**src/rtl/rtc_pkg.sv**
```systemverilog
/*
 * Constants shared by the receive-side test and capture logic: register
 * indices, field positions, widths and capture octet positions.
 * Assumes nothing of its surroundings; it holds definitions only.
 */
package rtc_pkg;

	// ==========================================================================
	// Bus and datapath widths
	localparam int unsigned ADDR_W     = 16;
	localparam int unsigned DATA_W     = 32;
	localparam int unsigned REG_W      = 8;
	localparam int unsigned IDX_W      = 12;
	localparam int unsigned IDX_LSB    = 2;
	localparam int unsigned LANES      = 8;
	localparam int unsigned LANE_W     = 32;
	localparam int unsigned SAMPLE_W   = 16;
	localparam int unsigned INDEX_W    = 4;
	localparam int unsigned CHAN_W     = 2;
	localparam int unsigned OCTETS     = 10;
	localparam int unsigned LINKS      = 2;

	// ==========================================================================
	// Register indices; the byte address is four times the index
	localparam logic [IDX_W-1:0] IDX_LINK_PAGE  = 12'h300;
	localparam logic [IDX_W-1:0] IDX_CHECK_CTRL = 12'h32c;
	localparam logic [IDX_W-1:0] IDX_REF_LOW    = 12'h32d;
	localparam logic [IDX_W-1:0] IDX_REF_HIGH   = 12'h32e;
	localparam logic [IDX_W-1:0] IDX_SEL_RESULT = 12'h32f;
	localparam logic [IDX_W-1:0] IDX_LANE_INV   = 12'h334;
	localparam logic [IDX_W-1:0] IDX_DEV_ID     = 12'h400;
	localparam logic [IDX_W-1:0] IDX_BANK_ID    = 12'h401;
	localparam logic [IDX_W-1:0] IDX_LANE_ADJ   = 12'h402;
	localparam logic [IDX_W-1:0] IDX_SCR_LANES  = 12'h403;
	localparam logic [IDX_W-1:0] IDX_VERSION    = 12'h409;

	// ==========================================================================
	// Field positions inside the registers
	localparam int unsigned CTRL_INDEX_LSB = 4;
	localparam int unsigned CTRL_CHAN_LSB  = 2;
	localparam int unsigned CTRL_CLEAR_BIT = 1;
	localparam int unsigned CTRL_EN_BIT    = 0;
	localparam int unsigned SEL_LINK_BIT   = 7;
	localparam int unsigned SEL_PATH_BIT   = 6;
	localparam int unsigned SEL_FAIL_BIT   = 0;
	localparam int unsigned PAGE_BIT       = 0;
	localparam int unsigned ADJDIR_BIT     = 6;
	localparam int unsigned PHADJ_BIT      = 5;
	localparam int unsigned LID_W          = 5;
	localparam int unsigned BID_W          = 4;
	localparam int unsigned SCR_BIT        = 7;
	localparam int unsigned LCNT_W         = 5;
	localparam int unsigned VER_LSB        = 5;
	localparam int unsigned VER_W          = 3;

	// ==========================================================================
	// Positions of the captured octets in the alignment configuration
	localparam int unsigned OCT_DID   = 0;
	localparam int unsigned OCT_BID   = 1;
	localparam int unsigned OCT_LID   = 2;
	localparam int unsigned OCT_SCR_L = 3;
	localparam int unsigned OCT_VER   = 9;

	// Protocol version codes as announced by the transmitter.
	localparam logic [VER_W-1:0] VER_EARLIER = 3'h0;
	localparam logic [VER_W-1:0] VER_CURRENT = 3'h1;

	// Captured configuration of one link, kept as register images.
	typedef struct packed {
		logic [REG_W-1:0] dev_id;
		logic [REG_W-1:0] bank_id;
		logic [REG_W-1:0] lane_adj;
		logic [REG_W-1:0] scr_lanes;
		logic [REG_W-1:0] version;
	} rtc_ilas_t;

endpackage : rtc_pkg

```
**src/rtl/rtc_check_if.sv**
```systemverilog
/*
 * Carrier between the register block and the sample checker: selection,
 * reference, clear, the tagged sample stream and the result flag.
 * Assumes both ends run on the same clock.
 */
`timescale 1ns/10ps
interface rtc_check_if;
	logic                          enable;
	logic                          clear;
	logic                          link_sel;
	logic                          path_sel;
	logic [rtc_pkg::CHAN_W-1:0]    chan_sel;
	logic [rtc_pkg::INDEX_W-1:0]   index_sel;
	logic [rtc_pkg::SAMPLE_W-1:0]  expected;
	logic                          s_valid;
	logic                          s_link;
	logic                          s_path;
	logic [rtc_pkg::CHAN_W-1:0]    s_chan;
	logic [rtc_pkg::INDEX_W-1:0]   s_index;
	logic [rtc_pkg::SAMPLE_W-1:0]  s_data;
	logic                          mismatch;

	// The register side drives the setup and samples; the checker answers.
	modport ctl (output enable, clear, link_sel, path_sel, chan_sel,
		index_sel, expected, s_valid, s_link, s_path, s_chan, s_index,
		s_data, input mismatch);
	modport chk (input enable, clear, link_sel, path_sel, chan_sel,
		index_sel, expected, s_valid, s_link, s_path, s_chan, s_index,
		s_data, output mismatch);
endinterface : rtc_check_if

```
**src/rtl/rtc_top.sv**
```systemverilog
/*
 * Receive-side test and observation block of a multi-lane serial data
 * port: transport sample check, logical lane inversion and the paged
 * capture of the lane 0 alignment configuration, behind an APB slave.
 * Assumes one clock for bus and link logic, and that the deframer gives
 * a tagged sample stream and a one-cycle capture strobe with octets.
 */
// Contract
// - A 4-bit sample index picks sample 0 to 15 for the check.
// - A 2-bit field picks subchannel 0, 1 or 2 for the check.
// - Writing one to the clear bit clears the result; zero does not.
// - The comparison runs only while the enable bit is one.
// - Two bytes form a 16-bit reference compared to the sample.
// - A link bit picks link 0 or link 1 samples for the check.
// - A path bit picks I or Q; software picks I for real data.
// - A read-only flag is zero on a match and one on a mismatch.
// - Bit x of the invert mask inverts logical lane x data.
// - Device, bank, adjust, phase and lane count are captured.
// - The 5-bit lane identifier of lane 0 is captured.
// - Captures are banked per link, read through the page bit.
// - The captured 3-bit version tells earlier from current.
`timescale 1ns/10ps
module rtc_top (
	input  wire logic                                      clk,
	input  wire logic                                      rst_n,
	input  wire logic [rtc_pkg::ADDR_W-1:0]                paddr,
	input  wire logic                                      psel,
	input  wire logic                                      penable,
	input  wire logic                                      pwrite,
	input  wire logic [rtc_pkg::DATA_W-1:0]                pwdata,
	input  wire logic [3:0]                                pstrb,
	output logic      [rtc_pkg::DATA_W-1:0]                prdata,
	output logic                                           pready,
	output logic                                           pslverr,
	input  wire logic [rtc_pkg::LANES-1:0][rtc_pkg::LANE_W-1:0] lane_data_in,
	output logic      [rtc_pkg::LANES-1:0][rtc_pkg::LANE_W-1:0] lane_data_out,
	input  wire logic                                      sample_valid,
	input  wire logic                                      sample_link,
	input  wire logic                                      sample_path,
	input  wire logic [rtc_pkg::CHAN_W-1:0]                sample_chan,
	input  wire logic [rtc_pkg::INDEX_W-1:0]               sample_index,
	input  wire logic [rtc_pkg::SAMPLE_W-1:0]              sample_data,
	input  wire logic                                      ilas_valid,
	input  wire logic                                      ilas_link,
	input  wire logic [rtc_pkg::OCTETS-1:0][rtc_pkg::REG_W-1:0] ilas_octets
);

	// ==========================================================================
	// State of the block

	// All registers of the block except the checker's sticky flag live in this one record.
	typedef struct packed {
		logic                                           link_page;
		logic [rtc_pkg::REG_W-1:0]                      ctrl;
		logic [rtc_pkg::REG_W-1:0]                      ref_low;
		logic [rtc_pkg::REG_W-1:0]                      ref_high;
		logic                                           link_sel;
		logic                                           path_sel;
		logic [rtc_pkg::REG_W-1:0]                      invert_mask;
		logic                                           clear_pulse;
		rtc_pkg::rtc_ilas_t [rtc_pkg::LINKS-1:0]        ilas;
		logic                                           pready;
		logic                                           pslverr;
		logic [rtc_pkg::DATA_W-1:0]                     prdata;
		logic [rtc_pkg::LANES-1:0][rtc_pkg::LANE_W-1:0] lane_out;
	} rtc_state_t;

	rtc_state_t                  q;
	rtc_state_t                  d;
	logic                        access;
	logic                        addr_ok;
	logic [rtc_pkg::IDX_W-1:0]   idx;
	logic                        mismatch;

	rtc_check_if chk_bus ();

	// ==========================================================================
	// Address decode helpers

	// A register is addressed only by an aligned word inside the map.
	function automatic logic aligned_in_map(
		input logic [rtc_pkg::ADDR_W-1:0] a
	);
		logic [rtc_pkg::ADDR_W-1:0] spill;
		spill = a >> (rtc_pkg::IDX_W + rtc_pkg::IDX_LSB);
		return (spill == '0) && (a[rtc_pkg::IDX_LSB-1:0] == '0);
	endfunction : aligned_in_map

	// Turns a byte address into the register index.
	function automatic logic [rtc_pkg::IDX_W-1:0] reg_index(
		input logic [rtc_pkg::ADDR_W-1:0] a
	);
		return a[rtc_pkg::IDX_W+rtc_pkg::IDX_LSB-1:rtc_pkg::IDX_LSB];
	endfunction : reg_index

	// Tells whether an index names a register of this block.
	function automatic logic is_mapped(
		input logic [rtc_pkg::IDX_W-1:0] i
	);
		unique case (i)
			rtc_pkg::IDX_LINK_PAGE,
			rtc_pkg::IDX_CHECK_CTRL,
			rtc_pkg::IDX_REF_LOW,
			rtc_pkg::IDX_REF_HIGH,
			rtc_pkg::IDX_SEL_RESULT,
			rtc_pkg::IDX_LANE_INV,
			rtc_pkg::IDX_DEV_ID,
			rtc_pkg::IDX_BANK_ID,
			rtc_pkg::IDX_LANE_ADJ,
			rtc_pkg::IDX_SCR_LANES,
			rtc_pkg::IDX_VERSION: begin
				return 1'b1;
			end
			default: begin
				return 1'b0;
			end
		endcase
	endfunction : is_mapped

	// Forms the read image of one register; reserved bits read as zero.
	function automatic logic [rtc_pkg::REG_W-1:0] read_image(
		input logic [rtc_pkg::IDX_W-1:0] i,
		input rtc_state_t                s,
		input logic                      fail
	);
		logic [rtc_pkg::REG_W-1:0] v;
		rtc_pkg::rtc_ilas_t        page;
		v    = '0;
		page = s.ilas[s.link_page];
		unique case (i)
			rtc_pkg::IDX_LINK_PAGE: begin
				v[rtc_pkg::PAGE_BIT] = s.link_page;
			end
			rtc_pkg::IDX_CHECK_CTRL: begin
				v = s.ctrl;
			end
			rtc_pkg::IDX_REF_LOW: begin
				v = s.ref_low;
			end
			rtc_pkg::IDX_REF_HIGH: begin
				v = s.ref_high;
			end
			rtc_pkg::IDX_SEL_RESULT: begin
				v[rtc_pkg::SEL_LINK_BIT] = s.link_sel;
				v[rtc_pkg::SEL_PATH_BIT] = s.path_sel;
				v[rtc_pkg::SEL_FAIL_BIT] = fail;
			end
			rtc_pkg::IDX_LANE_INV: begin
				v = s.invert_mask;
			end
			rtc_pkg::IDX_DEV_ID: begin
				v = page.dev_id;
			end
			rtc_pkg::IDX_BANK_ID: begin
				v = page.bank_id;
			end
			rtc_pkg::IDX_LANE_ADJ: begin
				v = page.lane_adj;
			end
			rtc_pkg::IDX_SCR_LANES: begin
				v = page.scr_lanes;
			end
			rtc_pkg::IDX_VERSION: begin
				v = page.version;
			end
			default: begin
				v = '0;
			end
		endcase
		return v;
	endfunction : read_image

	// Builds the register images of one alignment capture.
	function automatic rtc_pkg::rtc_ilas_t capture(
		input logic [rtc_pkg::OCTETS-1:0][rtc_pkg::REG_W-1:0] o
	);
		rtc_pkg::rtc_ilas_t c;
		c           = '0;
		c.dev_id    = o[rtc_pkg::OCT_DID];
		c.bank_id[rtc_pkg::BID_W-1:0] =
			o[rtc_pkg::OCT_BID][rtc_pkg::BID_W-1:0];
		c.lane_adj[rtc_pkg::ADJDIR_BIT] =
			o[rtc_pkg::OCT_LID][rtc_pkg::ADJDIR_BIT];
		c.lane_adj[rtc_pkg::PHADJ_BIT] =
			o[rtc_pkg::OCT_LID][rtc_pkg::PHADJ_BIT];
		c.lane_adj[rtc_pkg::LID_W-1:0] =
			o[rtc_pkg::OCT_LID][rtc_pkg::LID_W-1:0];
		c.scr_lanes[rtc_pkg::SCR_BIT] =
			o[rtc_pkg::OCT_SCR_L][rtc_pkg::SCR_BIT];
		c.scr_lanes[rtc_pkg::LCNT_W-1:0] =
			o[rtc_pkg::OCT_SCR_L][rtc_pkg::LCNT_W-1:0];
		c.version[rtc_pkg::VER_LSB+rtc_pkg::VER_W-1:rtc_pkg::VER_LSB] =
			o[rtc_pkg::OCT_VER][rtc_pkg::VER_LSB+rtc_pkg::VER_W-1:
			rtc_pkg::VER_LSB];
		return c;
	endfunction : capture

	// ==========================================================================
	// Bus decode

	// An access phase is under way while select and enable are both high.
	assign access  = psel && penable;
	assign addr_ok = aligned_in_map(paddr);
	assign idx     = reg_index(paddr);

	// ==========================================================================
	// Next state

	// Bus slave, control writes, lane inversion and capture in one pass.
	always_comb begin
		d             = q;
		d.clear_pulse = 1'b0;

		// Each access waits one cycle so that read data comes from a flop.
		if (access && !q.pready) begin
			d.pready  = 1'b1;
			d.pslverr = !(addr_ok && is_mapped(idx));
			d.prdata  = '0;
			if (addr_ok && !pwrite) begin
				d.prdata[rtc_pkg::REG_W-1:0] = read_image(idx, q, mismatch);
			end
		end else begin
			d.pready  = 1'b0;
			d.pslverr = 1'b0;
		end

		// Writes land on the edge where pready is seen high.
		if (access && q.pready && pwrite && pstrb[0] && addr_ok) begin
			unique case (idx)
				rtc_pkg::IDX_LINK_PAGE: begin
					d.link_page = pwdata[rtc_pkg::PAGE_BIT];
				end
				rtc_pkg::IDX_CHECK_CTRL: begin
					d.ctrl = pwdata[rtc_pkg::REG_W-1:0];
					// Only a one in the clear bit fires the clear.
					d.clear_pulse = pwdata[rtc_pkg::CTRL_CLEAR_BIT];
				end
				rtc_pkg::IDX_REF_LOW: begin
					d.ref_low = pwdata[rtc_pkg::REG_W-1:0];
				end
				rtc_pkg::IDX_REF_HIGH: begin
					d.ref_high = pwdata[rtc_pkg::REG_W-1:0];
				end
				rtc_pkg::IDX_SEL_RESULT: begin
					d.link_sel = pwdata[rtc_pkg::SEL_LINK_BIT];
					d.path_sel = pwdata[rtc_pkg::SEL_PATH_BIT];
				end
				rtc_pkg::IDX_LANE_INV: begin
					d.invert_mask = pwdata[rtc_pkg::REG_W-1:0];
				end
				default: begin
					// Read-only and unmapped words ignore writes.
				end
			endcase
		end

		// Each logical lane is inverted on its own mask bit.
		for (int i = 0; i < rtc_pkg::LANES; i++) begin
			d.lane_out[i] = lane_data_in[i]
				^ {rtc_pkg::LANE_W{q.invert_mask[i]}};
		end

		// A capture strobe overwrites the bank of the announcing link.
		if (ilas_valid) begin
			d.ilas[ilas_link] = capture(ilas_octets);
		end
	end

	// ==========================================================================
	// Registers

	// One register stage for the whole record; all fields reset to zero.
	always_ff @(posedge clk) begin
		if (!rst_n) begin
			q <= '0;
		end else begin
			q <= d;
		end
	end

	// ==========================================================================
	// Checker connection

	// Setup fields and the sample stream feed the checker.
	assign chk_bus.enable    = q.ctrl[rtc_pkg::CTRL_EN_BIT];
	assign chk_bus.clear     = q.clear_pulse;
	assign chk_bus.link_sel  = q.link_sel;
	assign chk_bus.path_sel  = q.path_sel;
	assign chk_bus.chan_sel  =
		q.ctrl[rtc_pkg::CTRL_CHAN_LSB+rtc_pkg::CHAN_W-1:
		rtc_pkg::CTRL_CHAN_LSB];
	assign chk_bus.index_sel =
		q.ctrl[rtc_pkg::CTRL_INDEX_LSB+rtc_pkg::INDEX_W-1:
		rtc_pkg::CTRL_INDEX_LSB];
	assign chk_bus.expected  = {q.ref_high, q.ref_low};
	assign chk_bus.s_valid   = sample_valid;
	assign chk_bus.s_link    = sample_link;
	assign chk_bus.s_path    = sample_path;
	assign chk_bus.s_chan    = sample_chan;
	assign chk_bus.s_index   = sample_index;
	assign chk_bus.s_data    = sample_data;
	assign mismatch          = chk_bus.mismatch;

	// The comparison itself and its sticky result.
	rtc_sample_check u_check (
		.clk   (clk),
		.rst_n (rst_n),
		.chk   (chk_bus.chk)
	);

	// ==========================================================================
	// Outputs

	// Bus answers and inverted lanes all come straight from flops.
	assign pready        = q.pready;
	assign pslverr       = q.pslverr;
	assign prdata        = q.prdata;
	assign lane_data_out = q.lane_out;

endmodule : rtc_top

```
**src/rtl/rtc_sample_check.sv**
```systemverilog
/*
 * Transport sample checker: compares the selected received sample with
 * the software reference and keeps a sticky mismatch flag.
 * Assumes the sample stream is tagged with link, path, subchannel and
 * sample index, on the same clock as the register block.
 */
`timescale 1ns/10ps
module rtc_sample_check (
	input  wire logic  clk,
	input  wire logic  rst_n,
	rtc_check_if.chk   chk
);

	// ==========================================================================
	// State
	typedef struct packed {
		logic mismatch;
	} rtc_chk_state_t;

	rtc_chk_state_t q;
	rtc_chk_state_t d;
	logic           selected;

	// Picks out the one sample position that software asked for.
	assign selected = chk.enable && chk.s_valid
		&& (chk.s_link == chk.link_sel)
		&& (chk.s_path == chk.path_sel)
		&& (chk.s_chan == chk.chan_sel)
		&& (chk.s_index == chk.index_sel);

	// Sets on a differing sample; a set in the clear cycle wins the clear.
	always_comb begin
		d = q;
		if (selected && (chk.s_data != chk.expected)) begin
			d.mismatch = 1'b1;
		end else if (chk.clear) begin
			d.mismatch = 1'b0;
		end
	end

	// Holds the flag while disabled; only the clear or a reset brings it back.
	always_ff @(posedge clk) begin
		if (!rst_n) begin
			q <= '0;
		end else begin
			q <= d;
		end
	end

	assign chk.mismatch = q.mismatch;

endmodule : rtc_sample_check

```
**config.mk**
```make
export PLATFORM = sky130hd
export DESIGN_NAME = rtc_top
export DESIGN_NICKNAME = d
export VERILOG_FILES = /design/src/rtl/rtc_pkg.sv /design/src/rtl/rtc_check_if.sv /design/src/rtl/rtc_top.sv /design/src/rtl/rtc_sample_check.sv
export SDC_FILE = /design/constraint.sdc
export NUM_CORES = 1
export LEC_CHECK = 0
export BUFFER_PORTS_ARGS = -buffer_cell sky130_fd_sc_hd__clkbuf_2
export CAP_MARGIN = 20
export CORE_AREA = 4 4 278 280
export CTS_CLUSTER_DIAMETER = 50
export DETAILED_ROUTE_END_ITERATION = 8
export DIE_AREA = 0 0 282 284
export GPL_TIMING_DRIVEN = 1
export PLACE_DENSITY = 0.43
export REMOVE_ABC_BUFFERS = 1
export SLEW_MARGIN = 15
export SYNTH_ARGS = -nofsm -noshare
export SYNTH_HDL_FRONTEND = slang
export SYNTH_HIERARCHICAL = 1
export SYNTH_SLANG_ARGS = --single-unit
```
**constraint.sdc**
```tcl
create_clock -name clk -period 1.9 [get_ports clk]
set_input_delay 0.285 -clock clk [delete_from_list [all_inputs] [get_ports clk]]
set_output_delay 0.285 -clock clk [all_outputs]
set_load 0.03 [all_outputs]
```
# Yosys cells after proc, flatten, opt, wreduce, memory -nomap -nowiden
# Index checks and enable logic that the tools add are counted.
# totals
out_inout_bits	290
regBits	383
# classes
n_lt_le_gt_ge	3
eq_ne	16
n_mux	14
n_bitwise	8
n_reduce_logical	31
# op_table
op	n
32-bit XOR	8
40-bit 2-to-1 mux	3
80-bit bitwise mux	1
12-bit by 10-bit equality test with 1-bit output (second input constant)	6
12-bit by 11-bit equality test with 1-bit output (second input constant)	5
5-bit one-hot mux with 9 select lines	1
40-bit demux with 1-bit select	1
2-bit one-hot mux with 10 select lines	1
1-bit logical AND	16
16-bit zero test	1
16-bit != test	1
2-bit AND reduction	7
1-bit one-hot mux with 11 select lines	1
11-bit OR reduction	1
8-bit 2-to-1 mux	1
4-bit equality test	1
1-bit by 2-bit less-than comparator with 1-bit output (second input constant)	2
1-bit 2-to-1 mux	4
1-bit zero test	3
3-bit AND reduction	1
1-bit equality test	2
2-bit equality test	1
2-bit zero test	1
2-bit 2-to-1 mux	1
other kinds (2)	2

# Longest topological paths before layout
# depth
ltp_word	7
depth_mapped	7

# Hierarchy
# Netlist, hierarchy kept.
# by_module_without_submodules
mod	instances	seq_area_each_um2	area_per_inst_um2	cells_each
rtc_top	1	7166.9	15357.2	1656
rtc_sample_check	1	20.0	297.8	36

# Least setup slack after synthesis
# Ideal clock, no wire load.
# synth_timing
path_type	input-to-reg
startpoint	input port paddr[15] (netlist bit)
endpoint	register q, in the netlist chk_bus.expected[15]
path_slack_ns	0.054
stages	5
arrival_time_ns	1.718
cell_sequence	or4_4 > nor3_4 > nand4_4 > mux2i_1 > nor2_1
# synth_between
elab_chain_len	4
# synth_rtl
item	line_no	text
start, declared	rtc_top.sv:26	input wire logic [rtc_pkg::ADDR_W-1:0] paddr,
16-bit zero test	rtc_top.sv:86	return (spill == '0) && (a[rtc_pkg::IDX_LSB-1:0] == '0);
1-bit logical AND	rtc_top.sv:86	
1-bit logical AND	rtc_top.sv:228	if (access && q.pready && pwrite && pstrb[0] && addr_ok) begin
2-bit AND reduction (no source line)	--	
end signal, assigned	rtc_top.sv:275	q <= '0;
end signal, assigned	rtc_top.sv:277	q <= d;
end, declared	rtc_top.sv:68	rtc_state_t q;
# Every way passes these cells.
# A chain may end at the register's enable or synchronous reset.

# Final worst setup path
# layout_timing
startpoint	register q[405] (netlist bit)
endpoint	register q, in the netlist prdata[0]
# layout_between
elab_chain_len	4
# layout_rtl
item	line_no	text
40-bit 2-to-1 mux (not written as such) (2 in a row)	rtc_top.sv:129	page = s.ilas[s.link_page];
1-bit one-hot mux with 11 select lines *	rtc_top.sv:130	unique case (i)
8-bit 2-to-1 mux *	rtc_top.sv:219	if (addr_ok && !pwrite) begin
# Mark *: on every way between the ends. The rest lies on a longest branch, timed or not. The select of a mux whose other input is x is not followed.

==> impl_summary.log <==
[metrics] outcome: finished, final reports clean
[metrics] root buffer selected by CTS: clkbuf_16
[metrics] TritonCTS buffer count: 51
[metrics] total number of vias: between 10k and 15k
[metrics] pwr/cell area: roughly 890 mW/mm^2
[metrics] Final setup viols: 0
[metrics] half-perimeter wire length after detailed placement: 40.6 mm
[metrics] share of layout cells above drive strength 1: between 30% and 40%
[metrics] post-synthesis instance area: between 0.015 and 0.02 sq mm
[metrics] P_leak: between 9 and 10 nW
[metrics] number of synthesized flops with an enable pin: 0
[metrics] DIE WIDTH: between 200 and 300 um
[metrics] clock buffer depth: 3
[metrics] starting density of the core: 21.0%
[metrics] Cells after DPL: around 3k
[metrics] type of element launching the critical path: flop
[metrics] most frequent cells in the layout: clkbuf_2 (606), dfxtp_1 (350), dlygate4sd3_1 (292)
[metrics] data required time at the worst endpoint: approximately 2.3 ns
[metrics] clock-pin slew on the worst setup and hold paths: 0.05 ns
[metrics] count of placed standard cells in the final layout, fillers left out: approximately 3.4k
[metrics] Gate Count Post-Synth: about 1.7k
[metrics] routed wirelength normalized by instance count: around 16 um
[metrics] worst-skew pair later-pin latency: 0.59 ns
[metrics] final critical-path setup slack: roughly 0.19 ns
[metrics] reported max-cap violation count: 0
[metrics] Final Net Count: ~2.8k
[metrics] count of unique library cells instantiated by Yosys: 60
[metrics] fmax: 0.585 GHz
[metrics] Largest delay share family, worst path: compound AO/OA/AOI/OAI gates
[metrics] number of input and output port buffers inserted: roughly 610
[metrics] syn_area_per_cell: ~9.3 sq um
[metrics] wire length of the first global-routing pass: 79.3 mm
[metrics] P&R area growth vs syn: 45.7%
[metrics] Remaining Overflow, GRT: 0
[metrics] number of antenna violations at the first check in global routing: 14
[metrics] FFs w/ async S/R, synth: 0%
[metrics] Slew Limit Fails: 0
[metrics] critical path data arrival time: roughly 2.1 ns
[metrics] skew final: 0.0281 ns
[metrics] Ports: 710
[metrics] clock tree from TritonCTS: done
[metrics] drt initial violations: roughly 540
[metrics] area enclosed by the die boundary: about 0.080 sq mm
[metrics] peak supply drop: between 0.0005 and 0.0006 V
[metrics] last weighted congestion value of the routability-driven placer: roughly 0.79
[metrics] cell-by-cell trace of the critical path: buf_4 -> mux2i_1 -> o22ai_1 -> o21ai_0 -> a31oi_1
[metrics] final clock period utilization by the worst path: 90.0%
[metrics] post-synthesis sequential element count: ~360
[metrics] Critical Path Fanout Max: 6
[metrics] setup slack at placement: -0.117 ns
[metrics] vertical die dimension: between 200 and 300 um
[metrics] time the worst path needs with I/O delays and setup: between 1.5 and 2 ns
[metrics] DRC violations left: 0
[metrics] setup repair after global routing missed its margin: no
[metrics] Syn. warnings: 6
[metrics] number of endpoints with negative hold slack in the final report: 0
[metrics] Critical Path End Type: flop
[metrics] Num Clock Sinks: 359
[metrics] global routing usage summed across all routing layers: roughly an eighth
[metrics] pin count of the biggest net entering global routing: 72
[metrics] Critical Setup Path Class: reg2reg
[metrics] fraction of the yosys area taken by sequential cells: a little under half
[metrics] maximum level of the CTS H-tree: 2
[metrics] site row count: 100
[metrics] residual antenna-violating net count after detailed routing: 0
[metrics] worst slew margin relative to its limit: about three fifths
[metrics] total core area: approximately 0.074 sq mm
[metrics] WL final: 53.7 mm
[metrics] transition time at the pin with the least slew margin: around 0.6 ns
[metrics] most frequent standard cell in the layout excluding fill and tap cells: clkbuf_2
[metrics] first drt pass iteration count: 4
[metrics] most used flip-flop cell after synthesis: dfxtp_1
[metrics] number of global-route vias before repair: 13.2k
[metrics] delay contributed by the slowest stage of the critical path: between 0.4 and 0.5 ns
[metrics] min-delay worst type: in2reg
[metrics] via density per instance: between 3 and 4
[metrics] total buffers and inverters traversed by the critical path: 1
[metrics] master of the slowest instance on the critical path: dfxtp_2
cell families (layout without fill, tap and decap cells):
group                  Yosys count  after routing  synth area share, %
AND/OR/NAND/NOR                495            495                 13.4
buffers and inverters          383           1058                 16.2
flip-flops                     359            359                 45.9
XOR/XNOR                       280            280                 15.7
AO/OA/AOI/OAI                  116            116                 4.59
multiplexers                    58             58                 4.20
other                            1             32               0.0240
power breakdown:
| group | total [W] | internal [W] | switching (W) |
|---|---|---|---|
| Clock | 0.00960 | 0.00588 | 0.00372 |
| Sequential | 0.00798 | 0.00788 | 0.000105 |
| Combinational | 0.00279 | 0.00122 | 0.00157 |
| Total | 0.0204 | 0.0150 | 0.00539 |
area by class of cell:
type | instances | area [sq um]
fill | 7839 | 51600
sequential | 359 | 7200
timing repair buffer | 962 | 6600
multi-input combinational | 973 | 6020
clock buffer | 64 | 1420
tap | 969 | 1210
clock inverter | 30 | 322
antenna | 8 | 20.0
inverter | 2 | 15.0
Yosys cell counts (all sizes together), types with 8 or more instances:
master	number	area share, %
nor2	288	6.9
mux2i	51	3.3
xnor2	279	16
nor3	10	0.46
o21ai	12	0.38
clkbuf	73	1.8
a21oi	65	2.3
nand4	9	0.46
nand2	143	3.4
dfxtp	359	46
o22ai	8	0.32
buf	308	14
a22oi	8	0.38
nand3	13	0.58
worst reg2reg max path, stage by stage, from the launching register on:
cell and delay [ns]:
dfxtp_2 0.46, buf_4 0.22, mux2i_1 0.30, o22ai_1 0.13, o21ai_0 0.33, a31oi_1 0.14
per-layer routing:
layer  vias to the layer above  GRT usage (%)  share of wire, %
li1                       6392              -                 -
met1                      6026           16.0                43
met2                       395           21.1                47
met3                       116           3.03               6.5
met4                        12           5.09               3.7
met5                         -              0              0.17
per-stage QoR:
stage | power [W] | area [sq um] | hold slack, ns | utilization (%) | setup TNS, ns
2_1_floorplan | 0.00941 | 13200 | 0.403 | - | -506.35
3_3_place_gp | 0.0104 | 18100 | 0.441 | 24.3 | -2.01
5_1_grt | 0.0213 | 22800 | 0.0321 | 30.6 | 0
4_1_cts | 0.0208 | 22800 | 0.00313 | 30.6 | 0
3_5_place_dp | 0.0104 | 18100 | 0.447 | 24.3 | -2.70
6_report | 0.0204 | 22800 | 0.0807 | 30.6 | 0
sequential cells by signal (all words and copies together), names as in the netlist, 2 cells and up:
name,cells
lane_data_out,256
q,66
chk_bus.expected,16
prdata,8
chk_bus.index_sel,4
chk_bus.chan_sel,2
worst paths after layout:
| check | start | to | slack [ns] | cells after the start |
|---|---|---|---|---|
| min | pwdata[7] | q[378]$_SDFFE_PN0P_ | 0.08 | 3 |
| min reg2reg | q[354]$_SDFFE_PN0P_ | q[354]$_SDFFE_PN0P_ | 0.45 | 2 |
| max | q[405]$_SDFFE_PN0P_ | prdata[0]$_SDFFE_PN0P_ | 0.19 | 5 |
| max reg2reg | q[405]$_SDFFE_PN0P_ | prdata[0]$_SDFFE_PN0P_ | 0.19 | 5 |
timing repair:
action / in CTS / in global routing
resized for setup: 0 / 1
hold buffers: 292 / 0
setup endpoints to repair: 0 / 4
setup buffers: 0 / 0
endpoints found under the hold margin: 329 / 0
(Power assumes the default switching activity.)
